<file path="src/tlsf_pkg.sv">
// Purpose: Shared constants and carrier types for the temperature limit status flags.
// Assumes: One 40 MHz system clock; readings and limits are 8-bit unsigned codes.
// Notes:   Offset binary codes compare correctly as unsigned in both ranges.
package tlsf_pkg;

  ////////////////////////////////////////////////////////////////////////////
  // Register pointers and reset values.
  localparam logic [7:0] STATUS_PTR   = 8'h02;  // Status byte pointer, read only.
  localparam logic [7:0] HYST_PTR     = 8'h21;  // Shared hysteresis pointer.
  localparam logic [7:0] HYST_RESET   = 8'h0A;  // Hysteresis value after reset.
  localparam logic [7:0] STATUS_RESET = 8'h00;  // Status byte after reset.

  // Status byte bit positions.
  localparam int BIT_BUSY       = 7;
  localparam int BIT_LOCAL_UP   = 6;
  localparam int BIT_LOCAL_LOW  = 5;
  localparam int BIT_REMOTE_UP  = 4;
  localparam int BIT_REMOTE_LOW = 3;
  localparam int BIT_OPEN       = 2;
  localparam int BIT_REMOTE_CRIT = 1;
  localparam int BIT_LOCAL_CRIT = 0;
  localparam int BIT_AGG_HIGH   = 4;
  localparam int BIT_AGG_LOW    = 3;
  localparam int BIT_AGG_CRIT   = 1;

  // Configuration register 1 bit positions.
  localparam int CFG_MASK_BIT   = 7;
  localparam int CFG_FUNC_BIT   = 5;

  ////////////////////////////////////////////////////////////////////////////
  // Timing of the first conversion after reset.
  localparam int CLK_PERIOD_NS        = 25;
  localparam int FIRST_CONV_MAX_NS    = 100000;
  localparam int FIRST_CONV_MAX_CYC   = FIRST_CONV_MAX_NS / CLK_PERIOD_NS;
  localparam int FIRST_CONV_DELAY_CYC = 16;
  localparam int CH_IDX_W             = 3;

  ////////////////////////////////////////////////////////////////////////////
  // Carrier types.
  typedef struct packed {
    logic [7:0] upper;  // High limit.
    logic [7:0] lower;  // Low limit.
    logic [7:0] crit;   // Critical limit.
  } tlsf_limits_t;

  typedef struct packed {
    logic                done;     // End of one channel conversion.
    logic [CH_IDX_W-1:0] channel;  // Channel index, zero is local.
    logic [7:0]          reading;  // Result code.
    logic                open;     // Open diode seen on this attempt.
  } tlsf_conv_t;

  typedef enum logic {
    ST_POWERUP,
    ST_RUNNING
  } tlsf_start_t;

endpackage : tlsf_pkg

</file>
<file path="src/tlsf_hyst_cmp.sv">
// Purpose: Comparator with hysteresis, sampled at the end of a conversion.
// Assumes: update is a one-cycle pulse carrying a valid reading.
// Notes:   The release point saturates at zero for small limits.
`timescale 1ns/1ps
module tlsf_hyst_cmp (
  input  wire logic       sys_clk,  // System clock.
  input  wire logic       rst,      // Asynchronous reset, active high.
  input  wire logic       update,   // Conversion finished for this channel.
  input  wire logic [7:0] reading,  // Latest reading.
  input  wire logic [7:0] limit,    // Trip limit.
  input  wire logic [7:0] hyst,     // Shared hysteresis value.
  output logic            state     // Comparator output.
);

  logic [7:0] releaseAt;

  // Release point; a hysteresis above the limit would wrap, so clamp it.
  assign releaseAt = (limit > hyst) ? 8'(limit - hyst) : 8'h00;

  // Set above the limit, clear only at or below the release point.
  always_ff @(posedge sys_clk or posedge rst) begin
    if (rst) begin
      state <= 1'b0;
    end else if (update) begin
      if (reading > limit) begin
        state <= 1'b1;
      end else if (reading <= releaseAt) begin
        state <= 1'b0;
      end
    end
  end

endmodule : tlsf_hyst_cmp

</file>
<file path="src/tlsf_latch_flag.sv">
// Purpose: Sticky flag that clears on a status read once its cause is gone.
// Assumes: update and clearReq are one-cycle pulses.
// Notes:   A set in the same cycle as a clear wins, so no event is lost.
`timescale 1ns/1ps
module tlsf_latch_flag (
  input  wire logic sys_clk,    // System clock.
  input  wire logic rst,        // Asynchronous reset, active high.
  input  wire logic update,     // Conversion finished for this source.
  input  wire logic cond,       // Setting condition at this conversion.
  input  wire logic setEnable,  // Setting allowed.
  input  wire logic clearReq,   // Status read completed.
  output logic      flag,       // Sticky flag.
  output logic      condHeld    // Condition of the latest conversion.
);

  // The condition is remembered so a later read can tell whether it still holds.
  always_ff @(posedge sys_clk or posedge rst) begin
    if (rst) begin
      condHeld <= 1'b0;
    end else if (update) begin
      condHeld <= cond;
    end
  end

  // Set has priority; a read clears only when the cause has gone away.
  always_ff @(posedge sys_clk or posedge rst) begin
    if (rst) begin
      flag <= 1'b0;
    end else if (update && cond && setEnable) begin
      flag <= 1'b1;
    end else if (clearReq && !condHeld) begin
      flag <= 1'b0;
    end
  end

endmodule : tlsf_latch_flag

</file>
<file path="src/tlsf_flags.sv">
// Purpose: Status byte and alert pin logic of a local plus remote temperature monitor.
// Assumes: The protocol engine pulses a read request and later a byte-done strobe.
// Notes:   Channel zero is local; the per-channel layout shows channels zero and one.
// Behaviour
// - Status byte read only at pointer 02h.
// - Bit 7 shows converter busy.
// - First conversion starts well under 100 us.
// - Open flag set only on remote attempts.
// - Remote critical flag with shared hysteresis.
// - Local critical flag with shared hysteresis.
// - High flags latch in interrupt mode.
// - High flags are hysteresis comparators otherwise.
// - Low flags latch in every mode.
// - Read clears latched flags once cause gone.
// - Live flags ignore reads, update per conversion.
// - Status read never releases alert pin.
// - Latched flag rising pulls alert low in interrupt mode.
// - Aggregated critical bit; bits 6,5,0 zero.
// - Aggregated high bit follows alert function.
// - Aggregated low bit latches any channel.
// - Config bit 5 selects alert function.
// - One hysteresis value for all comparators.
// - Mask keeps alert state, pin undriven in interrupt mode.
`timescale 1ns/1ps
module tlsf_flags #(
  parameter int NUM_CH = 3  // Local channel plus remote channels.
) (
  input  wire logic               sys_clk,         // System clock, 40 MHz.
  input  wire logic               rst,             // Asynchronous reset, active high.
  input  wire logic               adcBusy,         // Converter is measuring.
  input  tlsf_pkg::tlsf_conv_t    conv,            // End-of-conversion result.
  input  tlsf_pkg::tlsf_limits_t  limits [NUM_CH], // Limits per channel.
  input  wire logic [7:0]         hystValue,       // Shared hysteresis register.
  input  wire logic [7:0]         config1,         // Configuration register 1.
  input  wire logic               aggregatedLayout,// Aggregated status layout.
  input  wire logic               regReadReq,      // Read request pulse.
  input  wire logic [7:0]         regPtr,          // Register pointer.
  input  wire logic               regByteDone,     // Read byte fully sent.
  input  wire logic               alertResponse,   // Alert response address served.
  output logic                    startConv,       // First conversion start pulse.
  output logic [7:0]              regReadData,     // Status byte returned.
  output logic                    regReadValid,    // Read data valid pulse.
  output logic                    alertPinOut,     // Alert pin level when driven.
  output logic                    alertPinOe       // Alert pin pulled low.
);

  ////////////////////////////////////////////////////////////////////////////
  // Elaboration check: channel index field and layout need 2 to 8 channels.
  if (NUM_CH < 2 || NUM_CH > 8) begin : g_badCh
    $error("tlsf_flags: NUM_CH must be 2 to 8");
  end
  if (tlsf_pkg::FIRST_CONV_DELAY_CYC >= tlsf_pkg::FIRST_CONV_MAX_CYC) begin : g_badStart
    $error("tlsf_flags: first conversion delay too long");
  end

  logic              busy;
  logic [7:0]        statusReg;
  logic [7:0]        next_status;
  logic [7:0]        snapshot;
  logic              readPending;
  logic              statusClear;
  logic              alertFunc, alertMask;
  logic [NUM_CH-1:0] chUpdate;
  logic [NUM_CH-1:0] critCmp, highCmp;
  logic [NUM_CH-1:0] highLatch, lowLatch, lowHeld;
  logic [NUM_CH-1:0] clrHigh, clrLow;
  logic              openFlag, openUpdate;
  logic [2*NUM_CH:0] latchedVec, prevLatched;
  logic              alertPending;
  logic [12:0]       upCount;
  tlsf_pkg::tlsf_start_t startState;

  // Alert function and mask come straight from configuration register 1.
  assign alertFunc = config1[tlsf_pkg::CFG_FUNC_BIT];
  assign alertMask = config1[tlsf_pkg::CFG_MASK_BIT];

  ////////////////////////////////////////////////////////////////////////////
  // Startup: the first conversion is requested a short fixed time after reset.
  always_ff @(posedge sys_clk or posedge rst) begin
    if (rst) begin
      startState <= tlsf_pkg::ST_POWERUP;
      upCount    <= 13'h0000;
      startConv  <= 1'b0;
    end else begin
      startConv <= 1'b0;
      case (startState)
        tlsf_pkg::ST_POWERUP: begin
          upCount <= upCount + 13'h0001;
          if (upCount == 13'(tlsf_pkg::FIRST_CONV_DELAY_CYC)) begin
            startConv  <= 1'b1;
            startState <= tlsf_pkg::ST_RUNNING;
          end
        end
        tlsf_pkg::ST_RUNNING: begin
          startState <= tlsf_pkg::ST_RUNNING;
        end
        default: begin
          startState <= tlsf_pkg::ST_POWERUP;
        end
      endcase
    end
  end

  // Busy follows the converter busy input one cycle later; it resets to zero.
  always_ff @(posedge sys_clk or posedge rst) begin
    if (rst) begin
      busy <= 1'b0;
    end else begin
      busy <= adcBusy;
    end
  end

  ////////////////////////////////////////////////////////////////////////////
  // Per-channel comparators and sticky flags.
  for (genvar ch = 0; ch < NUM_CH; ch++) begin : g_ch
    // Each channel samples only at the end of its own conversion.
    assign chUpdate[ch] = conv.done && (conv.channel == tlsf_pkg::CH_IDX_W'(ch));

    // Which status bit a channel's sticky flags show, so a read clears only what was seen.
    assign clrHigh[ch] = statusClear && (aggregatedLayout ? snapshot[tlsf_pkg::BIT_AGG_HIGH] :
                         (ch == 0) ? snapshot[tlsf_pkg::BIT_LOCAL_UP] : snapshot[tlsf_pkg::BIT_REMOTE_UP]);
    assign clrLow[ch]  = statusClear && (aggregatedLayout ? snapshot[tlsf_pkg::BIT_AGG_LOW] :
                         (ch == 0) ? snapshot[tlsf_pkg::BIT_LOCAL_LOW] : snapshot[tlsf_pkg::BIT_REMOTE_LOW]);

    // Critical comparator, released at limit minus the shared hysteresis.
    tlsf_hyst_cmp u_crit (
      .sys_clk (sys_clk),
      .rst     (rst),
      .update  (chUpdate[ch]),
      .reading (conv.reading),
      .limit   (limits[ch].crit),
      .hyst    (hystValue),
      .state   (critCmp[ch])
    );

    // High limit comparator used in secondary critical mode.
    tlsf_hyst_cmp u_high (
      .sys_clk (sys_clk),
      .rst     (rst),
      .update  (chUpdate[ch]),
      .reading (conv.reading),
      .limit   (limits[ch].upper),
      .hyst    (hystValue),
      .state   (highCmp[ch])
    );

    // Sticky high flag, set only while in interrupt mode.
    tlsf_latch_flag u_highLatch (
      .sys_clk   (sys_clk),
      .rst       (rst),
      .update    (chUpdate[ch]),
      .cond      (conv.reading > limits[ch].upper),
      .setEnable (!alertFunc),
      .clearReq  (clrHigh[ch]),
      .flag      (highLatch[ch]),
      .condHeld  ()
    );

    // Sticky low flag, independent of the alert function.
    tlsf_latch_flag u_lowLatch (
      .sys_clk   (sys_clk),
      .rst       (rst),
      .update    (chUpdate[ch]),
      .cond      (conv.reading < limits[ch].lower),
      .setEnable (1'b1),
      .clearReq  (clrLow[ch]),
      .flag      (lowLatch[ch]),
      .condHeld  (lowHeld[ch])
    );
  end

  // Open detection is only meaningful while a remote channel converts.
  assign openUpdate = conv.done && (conv.channel != '0);

  tlsf_latch_flag u_openLatch (
    .sys_clk   (sys_clk),
    .rst       (rst),
    .update    (openUpdate),
    .cond      (conv.open),
    .setEnable (1'b1),
    .clearReq  (statusClear && snapshot[tlsf_pkg::BIT_OPEN]),
    .flag      (openFlag),
    .condHeld  ()
  );

  ////////////////////////////////////////////////////////////////////////////
  // Status byte assembly for both layouts.
  always_comb begin
    next_status = tlsf_pkg::STATUS_RESET;
    next_status[tlsf_pkg::BIT_BUSY] = busy;
    next_status[tlsf_pkg::BIT_OPEN] = openFlag;
    if (aggregatedLayout) begin
      // Bits 6, 5 and 0 stay at zero in this layout.
      next_status[tlsf_pkg::BIT_AGG_CRIT] = |critCmp;
      next_status[tlsf_pkg::BIT_AGG_HIGH] = alertFunc ? |highCmp : |highLatch;
      next_status[tlsf_pkg::BIT_AGG_LOW]  = |lowLatch;
    end else begin
      next_status[tlsf_pkg::BIT_LOCAL_UP]    = alertFunc ? highCmp[0] : highLatch[0];
      next_status[tlsf_pkg::BIT_REMOTE_UP]   = alertFunc ? highCmp[1] : highLatch[1];
      next_status[tlsf_pkg::BIT_LOCAL_LOW]   = lowLatch[0];
      next_status[tlsf_pkg::BIT_REMOTE_LOW]  = lowLatch[1];
      next_status[tlsf_pkg::BIT_REMOTE_CRIT] = critCmp[1];
      next_status[tlsf_pkg::BIT_LOCAL_CRIT]  = critCmp[0];
    end
  end

  always_ff @(posedge sys_clk or posedge rst) begin
    if (rst) begin
      statusReg <= tlsf_pkg::STATUS_RESET;
    end else begin
      statusReg <= next_status;
    end
  end

  ////////////////////////////////////////////////////////////////////////////
  // Read path. There is no write port, so nothing outside can alter the byte.
  always_ff @(posedge sys_clk or posedge rst) begin
    if (rst) begin
      regReadData  <= 8'h00;
      regReadValid <= 1'b0;
      snapshot     <= 8'h00;
    end else begin
      regReadValid <= 1'b0;
      if (regReadReq && regPtr == tlsf_pkg::STATUS_PTR) begin
        regReadData  <= statusReg;
        regReadValid <= 1'b1;
        snapshot     <= statusReg;
      end
    end
  end

  // Clearing waits for the byte to leave, so the host sees every flag set before.
  always_ff @(posedge sys_clk or posedge rst) begin
    if (rst) begin
      readPending <= 1'b0;
    end else if (regReadReq && regPtr == tlsf_pkg::STATUS_PTR) begin
      readPending <= 1'b1;
    end else if (regByteDone) begin
      readPending <= 1'b0;
    end
  end

  assign statusClear = readPending && regByteDone;

  ////////////////////////////////////////////////////////////////////////////
  // Alert pin. In interrupt mode any sticky flag rising arms the alert; only the response command disarms it.
  assign latchedVec = {highLatch, lowLatch, openFlag};

  always_ff @(posedge sys_clk or posedge rst) begin
    if (rst) begin
      prevLatched <= '0;
    end else begin
      prevLatched <= latchedVec;
    end
  end

  // A new rise in the response cycle wins, so the host is not left unaware.
  always_ff @(posedge sys_clk or posedge rst) begin
    if (rst) begin
      alertPending <= 1'b0;
    end else if (!alertFunc && |(latchedVec & ~prevLatched)) begin
      alertPending <= 1'b1;
    end else if (alertResponse) begin
      alertPending <= 1'b0;
    end
  end

  // Open-drain drive; in interrupt mode the mask hides the pin but the pending state is kept.
  always_ff @(posedge sys_clk or posedge rst) begin
    if (rst) begin
      alertPinOut <= 1'b0;
      alertPinOe  <= 1'b0;
    end else begin
      alertPinOut <= 1'b0;
      alertPinOe  <= alertFunc ? |highCmp : (alertPending && !alertMask);
    end
  end

  ////////////////////////////////////////////////////////////////////////////
  // Assertions.
  logic statusHit;
  assign statusHit = regReadReq && regPtr == tlsf_pkg::STATUS_PTR;
  property p_readData;
    @(posedge sys_clk) disable iff (rst) statusHit |=> regReadValid && regReadData == $past(statusReg);
  endproperty
  a_readData: assert property (p_readData) else $error("status read data wrong");
  property p_busy;
    @(posedge sys_clk) disable iff (rst) ##2 statusReg[tlsf_pkg::BIT_BUSY] == $past(adcBusy, 2);
  endproperty
  a_busy: assert property (p_busy) else $error("busy bit does not follow converter");
  property p_firstConv;
    @(posedge sys_clk) disable iff (rst)
      startState == tlsf_pkg::ST_POWERUP |-> upCount < 13'(tlsf_pkg::FIRST_CONV_MAX_CYC);
  endproperty
  a_firstConv: assert property (p_firstConv) else $error("first conversion too late");
  property p_openCause;
    @(posedge sys_clk) disable iff (rst) $rose(openFlag) |-> $past(openUpdate && conv.open);
  endproperty
  a_openCause: assert property (p_openCause) else $error("open flag set without remote cause");
  property p_remoteCrit;
    @(posedge sys_clk) disable iff (rst)
      (!aggregatedLayout && chUpdate[1] && conv.reading > limits[1].crit) ##1 !aggregatedLayout
      |=> statusReg[tlsf_pkg::BIT_REMOTE_CRIT];
  endproperty
  a_remoteCrit: assert property (p_remoteCrit) else $error("remote critical bit not set");
  property p_localCrit;
    @(posedge sys_clk) disable iff (rst)
      (!aggregatedLayout && chUpdate[0] && conv.reading > limits[0].crit) ##1 !aggregatedLayout
      |=> statusReg[tlsf_pkg::BIT_LOCAL_CRIT];
  endproperty
  a_localCrit: assert property (p_localCrit) else $error("local critical bit not set");
  property p_readKeep;
    @(posedge sys_clk) disable iff (rst) statusClear && lowLatch[0] && lowHeld[0] |=> lowLatch[0];
  endproperty
  a_readKeep: assert property (p_readKeep) else $error("low flag cleared while cause holds");
  property p_readNoRelease;
    @(posedge sys_clk) disable iff (rst) alertPending && statusClear && !alertResponse |=> alertPending;
  endproperty
  a_readNoRelease: assert property (p_readNoRelease) else $error("status read released alert");
  property p_alertRise;
    @(posedge sys_clk) disable iff (rst)
      (!alertFunc && !alertMask && |(latchedVec & ~prevLatched)) ##1 (!alertFunc && !alertMask) |=> alertPinOe;
  endproperty
  a_alertRise: assert property (p_alertRise) else $error("alert not driven after flag rise");
  property p_mask;
    @(posedge sys_clk) disable iff (rst) alertMask && !alertFunc |=> !alertPinOe;
  endproperty
  a_mask: assert property (p_mask) else $error("masked alert drove pin");
  property p_aggZero;
    @(posedge sys_clk) disable iff (rst) aggregatedLayout |=> statusReg[6:5] == 2'h0 && !statusReg[0];
  endproperty
  a_aggZero: assert property (p_aggZero) else $error("aggregated layout unused bits set");
  c_start:  cover property (@(posedge sys_clk) disable iff (rst) startConv);
  c_read:   cover property (@(posedge sys_clk) disable iff (rst) regReadValid && regReadData != 8'h00);
  c_alert:  cover property (@(posedge sys_clk) disable iff (rst) $rose(alertPinOe) && !alertFunc);
  c_second: cover property (@(posedge sys_clk) disable iff (rst) alertFunc && alertPinOe);

endmodule : tlsf_flags

</file>
<file path="config.mk">
export PLATFORM = sky130hd
export DESIGN_NAME = tlsf_flags
export DESIGN_NICKNAME = d
export VERILOG_FILES = /design/src/tlsf_pkg.sv /design/src/tlsf_hyst_cmp.sv /design/src/tlsf_latch_flag.sv /design/src/tlsf_flags.sv
export SDC_FILE = /design/constraint.sdc
export NUM_CORES = 1
export LEC_CHECK = 0
export ABC_AREA = 1
export BUFFER_PORTS_ARGS = -buffer_cell sky130_fd_sc_hd__buf_2
export CAP_MARGIN = 25
export CORE_UTILIZATION = 53
export DETAILED_ROUTE_END_ITERATION = 16
export PLACE_DENSITY = 0.79
export SKIP_LAST_GASP = 1
export SLEW_MARGIN = 10
export SYNTH_ARGS = -nofsm -noshare
export SYNTH_HDL_FRONTEND = slang
export SYNTH_SLANG_ARGS = --single-unit
</file>
<file path="constraint.sdc">
create_clock -name sys_clk -period 1.75 [get_ports sys_clk]
set_clock_uncertainty 0.05 [all_clocks]
set_input_delay 0.175 -clock sys_clk [delete_from_list [all_inputs] [get_ports sys_clk]]
set_output_delay 0.175 -clock sys_clk [all_outputs]
set_load 0.01 [all_outputs]
</file>
==> results.toml <==
[timing]
period_share_pct = 140
fin_crit_ns = 2.44
setup_slack_ns = -0.693
hold_violations = 0
fmax_ghz = 0.409
timing.slew.headroom_pct = 62.9
finalSetupViolCount = 6
whs_ns = 0.0114
slew_violations = 0
tightestPinTransition_ns = 0.556
rsz0062_at_grt = "true"

[clock_tree]
cts_inserted_buffers = 9
cts.sinks = 62
clock-root-buffer = "clkbuf_16"
cts_buffer_depth = 2
clk_pin_slew_ns = 0.05
htree_levels = 3
cts_tree = "done"
clkLatencyLatePin_ns = 0.33

[global_routing]
grt_max_degree = 32
antenna_found_initial = 0
grt_usage_pct = 32.3
grt_overflow = 0
grt_pass1_wl_um = 37700
grt_pass1_vias = 8168

[synth]
syn_nets = 1393
synthCells = 1104
synthSimpleGateAreaFrac_pct = 29.1
synth_top_family_by_area = "simple AND/OR/NAND/NOR gates"
synth_cell_types = 41
synth-seq-cells = 62
synth_compound_area_share_pct = 11.7
yosys_warnings = 0
synth.area.mux_share_pct = 0
yosys_most_used_dff = "dfrtp_1"
ys_seq_area_share_pct = 20.2
yosysTopAreaCell = "ha_1"
synth-xor-area-share_pct = 1.25
synth-async-reset-ratio_pct = 100
yosys-top-cells-area = "ha_1, dfrtp_1, nand2_1, inv_1, a21oi_1"
synth-edff-count = 0
synth_top_area_share_pct = 27.2
syn_area_um2 = 7680
synth_fa_ha_area_share_pct = 28.8
syn_area_per_cell_um2 = 6.96

[power]
p_comb_share_pct = 49.7
seqPwrFrac_pct = 25.2
p_switching_w = 0.00264
ir_worst_vdd_mv = 0.434
sw_frac_of_total_pct = 37.6
power_density_nw_per_um2 = 619
internal_power_w = 0.00438
p_leak_nw = 5.96
power_w = 0.00702
clkPwrFrac_pct = 25.1

[critical_path]
cp.required_ns = 1.91
critPathArrivalTime_ns = 2.61
worstSetupPathType = "in -> reg"
critPathMaxFanout = 6
endpoint_kind = "flip-flop"
cp-start-kind = "input port"

[layout]
layout-drive-gt1-share_pct = 35.3
num-fill-cells = 851
nNetsFinal = 1672
antennaDiodeCount = 0
area_growth_pct = 47.7

[drt]
first_pass_iters = 5
viasPerCell = 5.84
num_vias = 9142
drtIter0Drc = 705
drc = 0
wl_per_cell_um = 18.2
antenna_left = 0
drt_wl_total_um = 28500

[outcome]
status = "complete, but fails checks"
failed_checks = "setup timing"

[placement]
gp_congestion = 0.936
dp_slack_ns = -0.944
dp_hpwl_um = 17000
io_buffers = 120

[floorplan]
initial_core_util_pct = 54.9
ios = 128
core-area_um2 = 14000
fp.dieW_um = 122
die_area_um2 = 15000
dieHeight_um = 122
rows = 43

[worst_hold_path]
min_path_type = "in -> reg"

[flow_run]
drv_cap = 0
## worst max-delay path, stage by stage
cell	delay [ns]
buf_2	0.11
inv_1	0.26
ha_1	0.34
nand2_1	0.12
o21ai_2	0.10
nand2_1	0.10
nand2_1	0.07
or2_2	0.31
nand3_2	0.10
ha_4	0.20
nand2_1	0.11
nor2_1	0.07
nor2_1	0.14
nand2_1	0.10
nand2_1	0.09
nand2_1	0.07
nand2_1	0.08
nand2_1	0.06
## cell usage after synthesis (5+ instances only)
cell,count
nand2_1,306
inv_1,179
ha_1,167
nor2_1,77
a21oi_1,76
nand3_1,74
dfrtp_1,62
o21ai_0,31
or2_2,22
nand4_1,15
nor3_1,9
o21a_1,9
a21o_1,6
fa_1,6
xor2_1,6
a21boi_0,5
nand3b_1,5
nor4_1,5
o21bai_1,5
xnor2_1,5
## cells by family (layout without fill, tap and decap cells)
logic type	count (synthesis)	count (layout)
simple gates	522	522
buf+inv	181	463
fa+ha+maj	173	173
compound gates	154	154
flops	62	62
xor+xnor	11	11
other cells	1	1
## path summary, 6_finish.rpt
path                       depth (start not counted)                    to          from  slack [ns]
min reg2reg                                        0          statusReg[7]          busy        0.30
max                                               18  g_ch[2].u_high.state  hystValue[1]       -0.69
max in group asynchronous                          4          statusReg[4]           rst        0.85
min in group asynchronous                          4            upCount[3]           rst        0.46
min                                                2           readPending   regByteDone        0.01
max reg2reg                                        6            upCount[9]    startState        0.37
## registers in the layout, summed over array words and instances, names as in the netlist, 7 cells and up
signal       flops
prevLatched      7
snapshot         8
upCount         13
statusReg        7
## per-layer routing
layer	GRT usage (%)	part of all wire, %	vias up
met4	16.2	8.5	0
li1	-	-	4193
met2	58.7	48	526
met3	5.11	7.6	224
met1	36.3	36	4199
met5	0	0	-
## power groups by stage
stage / logic, W / clock network [W] / registers, W
after floorplan: 0.00163 / 0 / 0.00174
after CTS: 0.00282 / 0.00177 / 0.00176
after global routing: 0.00380 / 0.00183 / 0.00179
after detailed placement: 0.00259 / 0 / 0.00178
final: 0.00349 / 0.00176 / 0.00177
after global placement: 0.00249 / 0 / 0.00177
## layout by cell type, fill, tap and decap left out, types with 7 or more instances in the layout
cell type	instances
nand2_2	28
o21a_1	9
buf_12	12
buf_6	15
nand3_2	23
buf_2	113
o21ai_2	7
ha_1	109
or2_2	19
inv_1	164
nor2_1	64
buf_4	127
o21ai_0	23
a21oi_2	12
nand3_1	50
ha_4	54
nor3_1	8
a21oi_1	63
nand2_1	275
nor2_2	12
nand4_1	15
clkbuf_16	9
dfrtp_1	62
## per-stage QoR
stage | util, % | std cells | TNS, ns | cell area (µm²)
finish | 81.1 | 1566 | -3.62 | 11300
global route | 81.1 | 1566 | -4.31 | 11300
floorplan | - | 1104 | -2.58 | 7890
detailed placement | 69.4 | 1522 | -5.39 | 9700
CTS | 75.4 | 1551 | -2.81 | 10600
global placement | 69.4 | 1522 | -5.12 | 9700
## final cells by class
| cell class | count | area [µm²] | area share [%] |
|---|---|---|---|
| multi-input cells | 861 | 6610 | 58.3 |
| repair buffers | 269 | 1950 | 17.2 |
| flip-flops and latches | 62 | 1550 | 13.7 |
| inverters | 180 | 719 | 6.34 |
| clock buffers | 13 | 260 | 2.29 |
| well taps | 180 | 225 | 1.99 |
| clock inverters | 1 | 30.0 | 0.265 |
## timing repair
action	in CTS	in global routing
buffers inserted	14	16
cloned	0	0
endpoints found under the setup margin	6	6
endpoints found under the hold margin	63	0
resized for setup	74	117
pin swaps	37	55
hold buffers	2	0
No activity file was read; power rests on OpenSTA's default activity.
